===== src/poss_pkg.sv =====
// Package with constants for the power-on strap sampler
package poss_pkg;
    // Register byte offsets
    localparam logic [11:0] CTRL_OFF = 12'h000;
    localparam logic [11:0] STAT_OFF = 12'h004;
    localparam logic [11:0] CFG_OFF = 12'h008;
    localparam logic [11:0] PINS_OFF = 12'h00C;
    // Captured configuration field positions
    localparam int CFG_OTP_BIT = 0;
    localparam int CFG_SFL_BIT = 1;
    localparam int CFG_VEND_BIT = 2;
    localparam int CFG_PHY_BIT = 3;
    localparam int CFG_CLK_BIT = 4;
    localparam int CFG_BOOT_LSB = 5;
    localparam int CFG_W = 7;
    // Values after reset: pull defaults, boot reads as remap-to-RAM
    localparam logic [6:0] CFG_RESET = 7'h19;
    // Boot encodings
    localparam logic [1:0] BOOT_RAM_HOLD = 2'h0;
    localparam logic [1:0] BOOT_ROM = 2'h1;
    // Timing: settle time before capture, in microseconds
    localparam int SETTLE_US = 1000;
    localparam int CLK_MHZ = 50;
    localparam int SETTLE_CYC = SETTLE_US * CLK_MHZ;
    localparam logic [31:0] ERR_DATA = 32'hDEAD_0000;
    typedef enum logic [1:0] {
        POSS_WAIT,
        POSS_CAPTURE,
        POSS_DONE
    } poss_state_t;
endpackage


===== src/poss_top.sv =====
// Power-on strap sampler with APB register access
// Operation
// - Capture every strap pin level at power-on reset and drive modes from it.
// - Capture about one millisecond after internal or external reset release.
// - After capture, pins return to normal use; later levels are ignored.
// - Unpulled straps default: memory and PHY high, flash low; boot pins driven.
// - Memory strap 0 absent, 1 present; flash strap 0 absent, 1 present.
// - Flash vendor strap 0 selects vendor A, 1 selects vendor B.
// - Clock strap 0 gives 96 MHz, 1 gives 120 MHz; PHY strap 0 HSIC, 1 USB.
// - Boot 00 remaps to RAM, holds processor; 01 boots from ROM.
`timescale 1ns/1ns
module poss_top #(
    parameter int SETTLE_CYCLES = poss_pkg::SETTLE_CYC
) (
    input wire logic clk_in, // 50 MHz clock
    input wire logic rstn_in, // Async power-on reset, active low
    input wire logic ce_in, // Clock enable
    input wire logic strap_otp_present_in, // Memory-present strap pin
    input wire logic strap_serial_flash_present_in, // Flash-present strap pin
    input wire logic strap_serial_flash_vendor_in, // Flash vendor strap pin
    input wire logic strap_host_phy_select_in, // PHY select strap pin
    input wire logic strap_backplane_fast_clock_in, // Clock strap pin
    input wire logic [1:0] strap_boot_in, // Boot strap pins
    input wire logic psel_in, // APB select
    input wire logic penable_in, // APB enable
    input wire logic pwrite_in, // APB direction
    input wire logic [11:0] paddr_in, // APB address
    input wire logic [31:0] pwdata_in, // APB write data
    output logic [31:0] prdata_out, // APB read data
    output logic pready_out, // APB ready
    output logic pslverr_out, // APB error
    output logic strap_done_out, // Capture complete
    output logic pins_released_out, // Pins back to normal function
    output logic otp_present_out, // Memory present
    output logic serial_flash_present_out, // Flash present
    output logic serial_flash_vendor_b_out, // Flash command set B
    output logic usb_phy_mode_out, // 1 USB PHY, 0 HSIC
    output logic backplane_120mhz_out, // 1 120 MHz, 0 96 MHz
    output logic boot_from_rom_out, // Boot from ROM
    output logic remap_to_ram_out, // Memory remapped to RAM
    output logic cpu_hold_out, // Processor held in reset
    output logic boot_reserved_out // Reserved boot code seen
);
    localparam int CFG_W = poss_pkg::CFG_W;
    // ====================================================
    // Pin synchronisers
    logic [CFG_W-1:0] pins_raw;
    logic [CFG_W-1:0] sync1_r;
    logic [CFG_W-1:0] sync2_r;
    assign pins_raw = {strap_boot_in, strap_backplane_fast_clock_in, strap_host_phy_select_in,
                       strap_serial_flash_vendor_in, strap_serial_flash_present_in, strap_otp_present_in};
    always_ff @(posedge clk_in or negedge rstn_in) begin
        if (!rstn_in) begin
            sync1_r <= poss_pkg::CFG_RESET;
            sync2_r <= poss_pkg::CFG_RESET;
        end else if (ce_in) begin
            sync1_r <= pins_raw;
            sync2_r <= sync1_r;
        end
    end
    // ====================================================
    // Capture sequencer
    poss_pkg::poss_state_t state_r;
    logic [31:0] cnt_r;
    logic force_r;
    always_ff @(posedge clk_in or negedge rstn_in) begin
        if (!rstn_in) begin
            state_r <= poss_pkg::POSS_WAIT;
            cnt_r <= 32'h0000_0000;
        end else if (ce_in) begin
            case (state_r)
                poss_pkg::POSS_WAIT: begin
                    if (cnt_r >= 32'(SETTLE_CYCLES - 1) || force_r) begin
                        state_r <= poss_pkg::POSS_CAPTURE;
                    end else begin
                        cnt_r <= cnt_r + 32'h0000_0001;
                    end
                end
                poss_pkg::POSS_CAPTURE: state_r <= poss_pkg::POSS_DONE;
                poss_pkg::POSS_DONE: state_r <= poss_pkg::POSS_DONE;
                default: state_r <= poss_pkg::POSS_WAIT;
            endcase
        end
    end
    // ====================================================
    // Configuration latch
    logic [CFG_W-1:0] cfg_r;
    always_ff @(posedge clk_in or negedge rstn_in) begin
        if (!rstn_in) begin
            cfg_r <= poss_pkg::CFG_RESET;
        end else if (ce_in && state_r == poss_pkg::POSS_CAPTURE) begin
            cfg_r <= sync2_r;
        end
    end
    // ====================================================
    // Decoded outputs
    logic [1:0] boot;
    assign boot = cfg_r[poss_pkg::CFG_BOOT_LSB +: 2];
    always_ff @(posedge clk_in or negedge rstn_in) begin
        if (!rstn_in) begin
            strap_done_out <= 1'b0;
            pins_released_out <= 1'b0;
            otp_present_out <= 1'b1;
            serial_flash_present_out <= 1'b0;
            serial_flash_vendor_b_out <= 1'b0;
            usb_phy_mode_out <= 1'b1;
            backplane_120mhz_out <= 1'b1;
            boot_from_rom_out <= 1'b0;
            remap_to_ram_out <= 1'b1;
            cpu_hold_out <= 1'b1;
            boot_reserved_out <= 1'b0;
        end else if (ce_in) begin
            strap_done_out <= state_r == poss_pkg::POSS_DONE;
            pins_released_out <= state_r == poss_pkg::POSS_DONE;
            otp_present_out <= cfg_r[poss_pkg::CFG_OTP_BIT];
            serial_flash_present_out <= cfg_r[poss_pkg::CFG_SFL_BIT];
            serial_flash_vendor_b_out <= cfg_r[poss_pkg::CFG_VEND_BIT];
            usb_phy_mode_out <= cfg_r[poss_pkg::CFG_PHY_BIT];
            backplane_120mhz_out <= cfg_r[poss_pkg::CFG_CLK_BIT];
            // boot decode, processor held until done
            boot_from_rom_out <= state_r == poss_pkg::POSS_DONE && boot == poss_pkg::BOOT_ROM;
            remap_to_ram_out <= boot == poss_pkg::BOOT_RAM_HOLD;
            cpu_hold_out <= state_r != poss_pkg::POSS_DONE || boot != poss_pkg::BOOT_ROM;
            // reserved codes flagged, processor kept held
            boot_reserved_out <= state_r == poss_pkg::POSS_DONE &&
                                 boot != poss_pkg::BOOT_ROM && boot != poss_pkg::BOOT_RAM_HOLD;
        end
    end
    // ====================================================
    // APB slave, zero wait states
    logic acc;
    logic mapped;
    assign acc = psel_in && penable_in;
    assign mapped = paddr_in == poss_pkg::CTRL_OFF || paddr_in == poss_pkg::STAT_OFF ||
                    paddr_in == poss_pkg::CFG_OFF || paddr_in == poss_pkg::PINS_OFF;
    always_ff @(posedge clk_in or negedge rstn_in) begin
        if (!rstn_in) begin
            force_r <= 1'b0;
        end else if (ce_in && acc && pready_out && pwrite_in && paddr_in == poss_pkg::CTRL_OFF) begin
            // Early capture for test; ignored once captured
            force_r <= pwdata_in[0];
        end
    end
    always_ff @(posedge clk_in or negedge rstn_in) begin
        if (!rstn_in) begin
            pready_out <= 1'b0;
            pslverr_out <= 1'b0;
            prdata_out <= 32'h0000_0000;
        end else if (ce_in) begin
            pready_out <= psel_in && !pready_out;
            pslverr_out <= psel_in && !pready_out && !mapped;
            prdata_out <= 32'h0000_0000;
            if (psel_in && !pready_out && !pwrite_in) begin
                case (paddr_in)
                    poss_pkg::CTRL_OFF: prdata_out <= {31'h0000_0000, force_r};
                    poss_pkg::STAT_OFF: prdata_out <= {30'h0000_0000, state_r == poss_pkg::POSS_DONE,
                                                       boot_reserved_out};
                    poss_pkg::CFG_OFF: prdata_out <= {25'h000_0000, cfg_r};
                    poss_pkg::PINS_OFF: prdata_out <= {25'h000_0000, sync2_r};
                    default: prdata_out <= poss_pkg::ERR_DATA;
                endcase
            end
        end
    end
    // ====================================================
    // Checks
    a_cfg_stable_done:
    assert property (@(posedge clk_in) disable iff (!rstn_in)
        state_r == poss_pkg::POSS_DONE |=> $stable(cfg_r)) else $error("config changed after capture");
    a_pins_ignored:
    assert property (@(posedge clk_in) disable iff (!rstn_in)
        strap_done_out && $changed(sync2_r) |=> $stable(cfg_r)) else $error("pin change reached config");
    a_capture_value:
    assert property (@(posedge clk_in) disable iff (!rstn_in)
        ce_in && state_r == poss_pkg::POSS_CAPTURE |=> cfg_r == $past(sync2_r)) else $error("capture wrong");
    a_capture_once:
    assert property (@(posedge clk_in) disable iff (!rstn_in)
        ce_in && state_r == poss_pkg::POSS_CAPTURE |=> state_r == poss_pkg::POSS_DONE) else $error("no done");
    a_presence_map:
    assert property (@(posedge clk_in) disable iff (!rstn_in)
        ce_in |=> otp_present_out == $past(cfg_r[0]) && serial_flash_present_out == $past(cfg_r[1]))
        else $error("presence map wrong");
    a_vendor_map:
    assert property (@(posedge clk_in) disable iff (!rstn_in)
        ce_in |=> serial_flash_vendor_b_out == $past(cfg_r[2])) else $error("vendor map wrong");
    a_phy_clock_map:
    assert property (@(posedge clk_in) disable iff (!rstn_in)
        ce_in |=> usb_phy_mode_out == $past(cfg_r[3]) && backplane_120mhz_out == $past(cfg_r[4]))
        else $error("phy or clock map wrong");
    a_boot_hold:
    assert property (@(posedge clk_in) disable iff (!rstn_in)
        remap_to_ram_out |-> cpu_hold_out && !boot_from_rom_out) else $error("ram boot not held");
    a_default_pulls:
    assert property (@(posedge clk_in) disable iff (!rstn_in)
        !strap_done_out && state_r == poss_pkg::POSS_WAIT && cnt_r == 32'h0000_0001 |-> cfg_r == poss_pkg::CFG_RESET)
        else $error("reset defaults wrong");

    // ====================================================
    // Capture deadline tracker
    // Counts enabled cycles only, so a frozen enable does not eat the deadline
    logic [31:0] rel_cnt_r;
    always_ff @(posedge clk_in or negedge rstn_in) begin
        if (!rstn_in) begin
            rel_cnt_r <= 32'h0000_0000;
        end else if (ce_in && !strap_done_out) begin
            rel_cnt_r <= rel_cnt_r + 32'h0000_0001;
        end
    end

    a_capture_deadline:
    assert property (@(posedge clk_in) disable iff (!rstn_in)
        rel_cnt_r <= 32'(SETTLE_CYCLES + 2)) else $error("capture too late");

    a_done_sticky:
    assert property (@(posedge clk_in) disable iff (!rstn_in)
        strap_done_out |=> strap_done_out) else $error("done dropped");

    a_release_done:
    assert property (@(posedge clk_in) disable iff (!rstn_in)
        pins_released_out == strap_done_out) else $error("release differs from done");

    a_done_state:
    assert property (@(posedge clk_in) disable iff (!rstn_in)
        strap_done_out |-> state_r == poss_pkg::POSS_DONE) else $error("done outside done state");

    a_no_early_done:
    assert property (@(posedge clk_in) disable iff (!rstn_in)
        state_r != poss_pkg::POSS_DONE |-> !strap_done_out) else $error("done too early");

    a_wait_counts:
    assert property (@(posedge clk_in) disable iff (!rstn_in)
        ce_in && state_r == poss_pkg::POSS_WAIT && !force_r && cnt_r < 32'(SETTLE_CYCLES - 1) |=>
        state_r == poss_pkg::POSS_WAIT) else $error("capture before settle time");

    a_force_capture:
    assert property (@(posedge clk_in) disable iff (!rstn_in)
        ce_in && state_r == poss_pkg::POSS_WAIT && force_r |=> state_r == poss_pkg::POSS_CAPTURE)
        else $error("early capture ignored");

    a_done_follows:
    assert property (@(posedge clk_in) disable iff (!rstn_in)
        ce_in && state_r == poss_pkg::POSS_CAPTURE ##1 ce_in |=> strap_done_out) else $error("done late");

    a_freeze_seq:
    assert property (@(posedge clk_in) disable iff (!rstn_in)
        !ce_in |=> $stable(state_r) && $stable(cnt_r)) else $error("sequencer moved while frozen");

    a_freeze_cfg:
    assert property (@(posedge clk_in) disable iff (!rstn_in)
        !ce_in |=> $stable(cfg_r) && $stable(strap_done_out)) else $error("config moved while frozen");

    a_wait_defaults:
    assert property (@(posedge clk_in) disable iff (!rstn_in)
        state_r == poss_pkg::POSS_WAIT |-> cfg_r == poss_pkg::CFG_RESET) else $error("defaults lost");

    a_rom_boot:
    assert property (@(posedge clk_in) disable iff (!rstn_in)
        boot_from_rom_out |-> !cpu_hold_out && !remap_to_ram_out) else $error("rom boot still held");

    a_reserved_held:
    assert property (@(posedge clk_in) disable iff (!rstn_in)
        boot_reserved_out |-> cpu_hold_out && !boot_from_rom_out && !remap_to_ram_out)
        else $error("reserved boot code acted on");

    a_hold_pending:
    assert property (@(posedge clk_in) disable iff (!rstn_in)
        !strap_done_out |-> cpu_hold_out && !boot_from_rom_out && !boot_reserved_out) else $error("boot early");

    a_boot_decode:
    assert property (@(posedge clk_in) disable iff (!rstn_in)
        ce_in |=> remap_to_ram_out == ($past(cfg_r[poss_pkg::CFG_BOOT_LSB +: 2]) == poss_pkg::BOOT_RAM_HOLD))
        else $error("remap decode wrong");

    a_outs_settled:
    assert property (@(posedge clk_in) disable iff (!rstn_in)
        strap_done_out |=> $stable(otp_present_out) && $stable(serial_flash_present_out) &&
        $stable(serial_flash_vendor_b_out) && $stable(usb_phy_mode_out) && $stable(backplane_120mhz_out))
        else $error("mode output moved after capture");

    a_boot_settled:
    assert property (@(posedge clk_in) disable iff (!rstn_in)
        strap_done_out |=> $stable(boot_from_rom_out) && $stable(remap_to_ram_out) && $stable(cpu_hold_out) &&
        $stable(boot_reserved_out)) else $error("boot output moved after capture");

    a_presence_done:
    assert property (@(posedge clk_in) disable iff (!rstn_in)
        strap_done_out |-> otp_present_out == cfg_r[poss_pkg::CFG_OTP_BIT] &&
        serial_flash_present_out == cfg_r[poss_pkg::CFG_SFL_BIT]) else $error("presence differs from latch");

    a_vendor_done:
    assert property (@(posedge clk_in) disable iff (!rstn_in)
        strap_done_out |-> serial_flash_vendor_b_out == cfg_r[poss_pkg::CFG_VEND_BIT]) else $error("vendor differs");

    a_modes_done:
    assert property (@(posedge clk_in) disable iff (!rstn_in)
        strap_done_out |-> usb_phy_mode_out == cfg_r[poss_pkg::CFG_PHY_BIT] &&
        backplane_120mhz_out == cfg_r[poss_pkg::CFG_CLK_BIT]) else $error("phy or clock differs");

    a_sync_first:
    assert property (@(posedge clk_in) disable iff (!rstn_in)
        ce_in |=> sync1_r == $past(pins_raw)) else $error("first sync stage wrong");

    a_sync_second:
    assert property (@(posedge clk_in) disable iff (!rstn_in)
        ce_in |=> sync2_r == $past(sync1_r)) else $error("second sync stage wrong");

    a_cfg_read:
    assert property (@(posedge clk_in) disable iff (!rstn_in)
        ce_in && psel_in && !pwrite_in && !pready_out && paddr_in == poss_pkg::CFG_OFF |=>
        prdata_out == {25'h000_0000, $past(cfg_r)}) else $error("config read wrong");
endmodule


===== config.mk =====
export PLATFORM = sky130hd
export DESIGN_NAME = poss_top
export DESIGN_NICKNAME = d
export VERILOG_FILES = /design/src/poss_pkg.sv /design/src/poss_top.sv
export SDC_FILE = /design/constraint.sdc
export NUM_CORES = 1
export LEC_CHECK = 0
export ABC_AREA = 1
export BUFFER_PORTS_ARGS = -buffer_cell sky130_fd_sc_hd__buf_2
export CAP_MARGIN = 20
export CORE_ASPECT_RATIO = 0.8
export CORE_MARGIN = 2
export CORE_UTILIZATION = 52
export CTS_CLUSTER_DIAMETER = 30
export CTS_CLUSTER_SIZE = 16
export DETAILED_ROUTE_END_ITERATION = 16
export GPL_TIMING_DRIVEN = 0
export PLACE_DENSITY = 0.88
export SLEW_MARGIN = 15
export SYNTH_ARGS = -nofsm -noshare
export SYNTH_HDL_FRONTEND = slang
export SYNTH_SLANG_ARGS = --single-unit

===== constraint.sdc =====
create_clock -name clk_in -period 2 [get_ports clk_in]
set_clock_uncertainty 0.05 [all_clocks]
set_input_delay 0.4 -clock clk_in [delete_from_list [all_inputs] [get_ports clk_in]]
set_output_delay 0.4 -clock clk_in [all_outputs]
set_load 0.01 [all_outputs]

==> flow_metrics.env <==
export IMPL_status="finished clean"
export IMPL_fin_crit_ps=1810
export IMPL_cpMostUsedCell="nand2_1"
export IMPL_yosys_register_bits=76
export IMPL_clkLatencyLatePin_ps=350
export IMPL_syn_mean_instance_area_um2=8.24
export IMPL_timing_hold_ws_ps=188
export IMPL_slew_viol_final=0
export IMPL_critical_path_class="flop to flop"
export IMPL_grt_total_usage_pct=22.5
export IMPL_required_ps=2190
export IMPL_syn_to_final_growth_pct=18.1
export IMPL_portBuffers=55
export IMPL_drt_iter0_markers=245
export IMPL_first_pass_iters=4
export IMPL_cts_path_max_buffers=2
export IMPL_critPathMaxFanout=10
export IMPL_synth_cell_type_count=31
export IMPL_synth_most_common_cell="nand2_1"
export IMPL_leakage_nw=2.39
export IMPL_seq_area_frac_synth_pct=51.5
export IMPL_crit_slowest_cell="dfrtp_1"
export IMPL_grt_pass1_wl_um=14000
export IMPL_drc=0
export IMPL_worstPathCellList="inv_1 -> ha_1 -> nand2_1 -> nor3_2 -> nand2_1 -> nor2_4 -> nand3_4 -> buf_8 -> nand2_1 -> nand2_1"
export IMPL_routabilityCongestion=0.921
export IMPL_synth_edf_count=0
export IMPL_path_clk_slew_ps=80
export IMPL_gr_total_overflow=0
export IMPL_die_y_um=79.7
export IMPL_layout_drive_gt1_share_pct=23.4
export IMPL_sw_frac_of_total_pct=29.2
export IMPL_dpl_cell_area_um2=4190
export IMPL_wl_per_cell_um=13.0
export IMPL_holdBufCountCts=1
export IMPL_power_mw=3.74
export IMPL_path_depth=10
export IMPL_reg2reg_depth=10
export IMPL_clock_sinks=76
export IMPL_ant_nets=0
export IMPL_clockPowerShare_pct=31.7
export IMPL_maxSlewHeadroom_pct=66.2
export IMPL_initial_core_util_pct=53.8
export IMPL_fin_tns_setup_ps=0
export IMPL_core_area_um2=6930
export IMPL_ff_latch_area_um2=1920
export IMPL_yosysTopAreaCell="dfrtp_1"
export IMPL_dp_hpwl_um=5940
export IMPL_htree_levels=3
export IMPL_fin_crit_sh_pct=90.4
export IMPL_arrival_ps=2000
export IMPL_antenna_found_initial=0
export IMPL_rrSetupSlack_ps=190
export IMPL_holdPathStages=3
export IMPL_cts_tree="yes"
export IMPL_cts_repair_resized=0
export IMPL_fillers=567
export IMPL_synth_area_top_cells="dfrtp_1 42%, nand2_1 16%, dfstp_2 9.9%"
export IMPL_syn_area_um2=3720
export IMPL_seq_power_share_pct=51.5
export IMPL_p_sw_mw=1.09
export IMPL_maxClockFrequency_mhz=553
export IMPL_wirelength_um=8140
export IMPL_ys_warn_count=0
export IMPL_grt_pass1_vias=2966
export IMPL_dpl_worst_slack_ps=230
export IMPL_synth_commonest_cells="163 x nand2_1, 62 x dfrtp_1, 34 x nor2_1"
export IMPL_fp_dieW_um=98.6
export IMPL_grt_max_degree=62
export IMPL_die_area_um2=7860
export IMPL_powerDensity_nw_per_um2=851
export IMPL_endpoint_kind="flop"
export IMPL_hold_violations=0
export IMPL_cts_buffers=9
export IMPL_worst_slew_pin_slew_ps=506
export IMPL_start_kind="flop"
export IMPL_fin_area_um2=4400
export IMPL_ioPinCount=102
export IMPL_crit_buf_inv=2
export IMPL_min_path_type="input pin to flop"
export IMPL_max_cap_viol_count=0
export IMPL_cts_setup_buffers=0
export IMPL_multi_input_area_um2=1420
export IMPL_rows=27
export IMPL_synth_async_reset_ratio_pct=100
export IMPL_p_int_mw=2.65
export IMPL_critPathTopFamily="simple AND/OR/NAND/NOR gates"
export IMPL_peakVddDrop_v=0.000658
export IMPL_nets=594
export IMPL_via_count=3178
export IMPL_synth_cells=452
export IMPL_root_buffer="clkbuf_8"
export IMPL_synth_top_area_share_pct=41.7
export IMPL_final_setup_viol_count=0
export IMPL_rsz0062_at_grt="no"
export IMPL_finalWorstSetupSlack_ps=193
export IMPL_diodes=0
export IMPL_cp_slowest_stage_delay_ps=410
export IMPL_combPwrFrac_pct=16.7
export IMPL_postSynth_topFlopCell="dfrtp_1"
export IMPL_routed_via_density=5.08
==> cells by family after synthesis <==
logic type | count (synthesis) | synth area share, %
AOI/OAI and AO/OA | 25 | 3.73
xor gates and xnor gates | 7 | 1.65
adders and majority gates | 4 | 1.34
buffers and inverters | 83 | 11.6
DFF | 76 | 51.5
other | 1 | 0.101
and+or+nand+nor | 256 | 30.0
==> cell type report <==
type                       count  share of cell area (%)
buffer                        54                    7.37
clock inverter                 5                    1.37
inverter                      29                    2.48
tap                           87                    2.48
clock buffer                  11                    3.21
multi-input combinational    306                    32.3
sequential                    76                    43.6
timing repair buffer          57                    7.17
==> state kept, by name (all words and copies together) (netlist names), 2 cells and up <==
signal,count
cfg_r,7
cnt_r,32
prdata_out,8
state_r,2
sync1_r,7
sync2_r,7
==> metrics by stage <==
stage,std cells,util (%)
after floorplan,465,-
after global placement,607,60.0
after detailed placement,608,60.5
after CTS,625,63.5
after global routing,625,63.5
final,625,63.5
==> tightest hold or removal path, stage by stage <==
cell,delay (ps)
buf_2,90
nand2_1,50
nand2_1,50
==> placed cells by master (no fill, tap or decap), drive strengths merged <==
cell and instances:
o21a 1, nand2 165, clkbuf 32, o21ai 20, clkinvlp 1, o31ai 1, dlygate4sd3 1, dfrtp 62
inv 29, xnor2 3, dfstp 14, nand4 23, nand3b 1, nor3 4, buf 89, bufinv 1
nor2 35, o21bai 1, conb 14, a22oi 1, ha 4, clkinv 3, xor2 4, a21oi 1
nand3 28
==> worst paths after layout <==
check	startpoint	end
max	state_r[0]	cnt_r[6]
min	strap_otp_present_in	sync1_r[0]
max reg2reg	state_r[0]	cnt_r[6]
min reg2reg	cnt_r[18]	cnt_r[18]
max in group asynchronous	rstn_in	cpu_hold_out
min in group asynchronous	rstn_in	sync1_r[2]
==> power by group through the flow <==
stage / clock [mW] / combinational, mW / sequential, mW
final: 1.19 / 0.625 / 1.93
after floorplan: 0 / 0.338 / 1.94
after global placement: 0 / 0.570 / 1.94
after global routing: 1.27 / 0.706 / 1.95
after detailed placement: 0 / 0.617 / 1.95
after CTS: 1.21 / 0.628 / 1.92
==> layer usage <==
layer / wire length (um) / GRT usage [%] / vias up
li1: - / - / 1548
met1: 3640 / 30.8 / 1520
met2: 3830 / 36.0 / 100
met3: 571 / 5.87 / 10
met4: 95 / 6.16 / 0
met5: 0 / 0 / -
No activity file was read; power rests on OpenSTA's default activity.
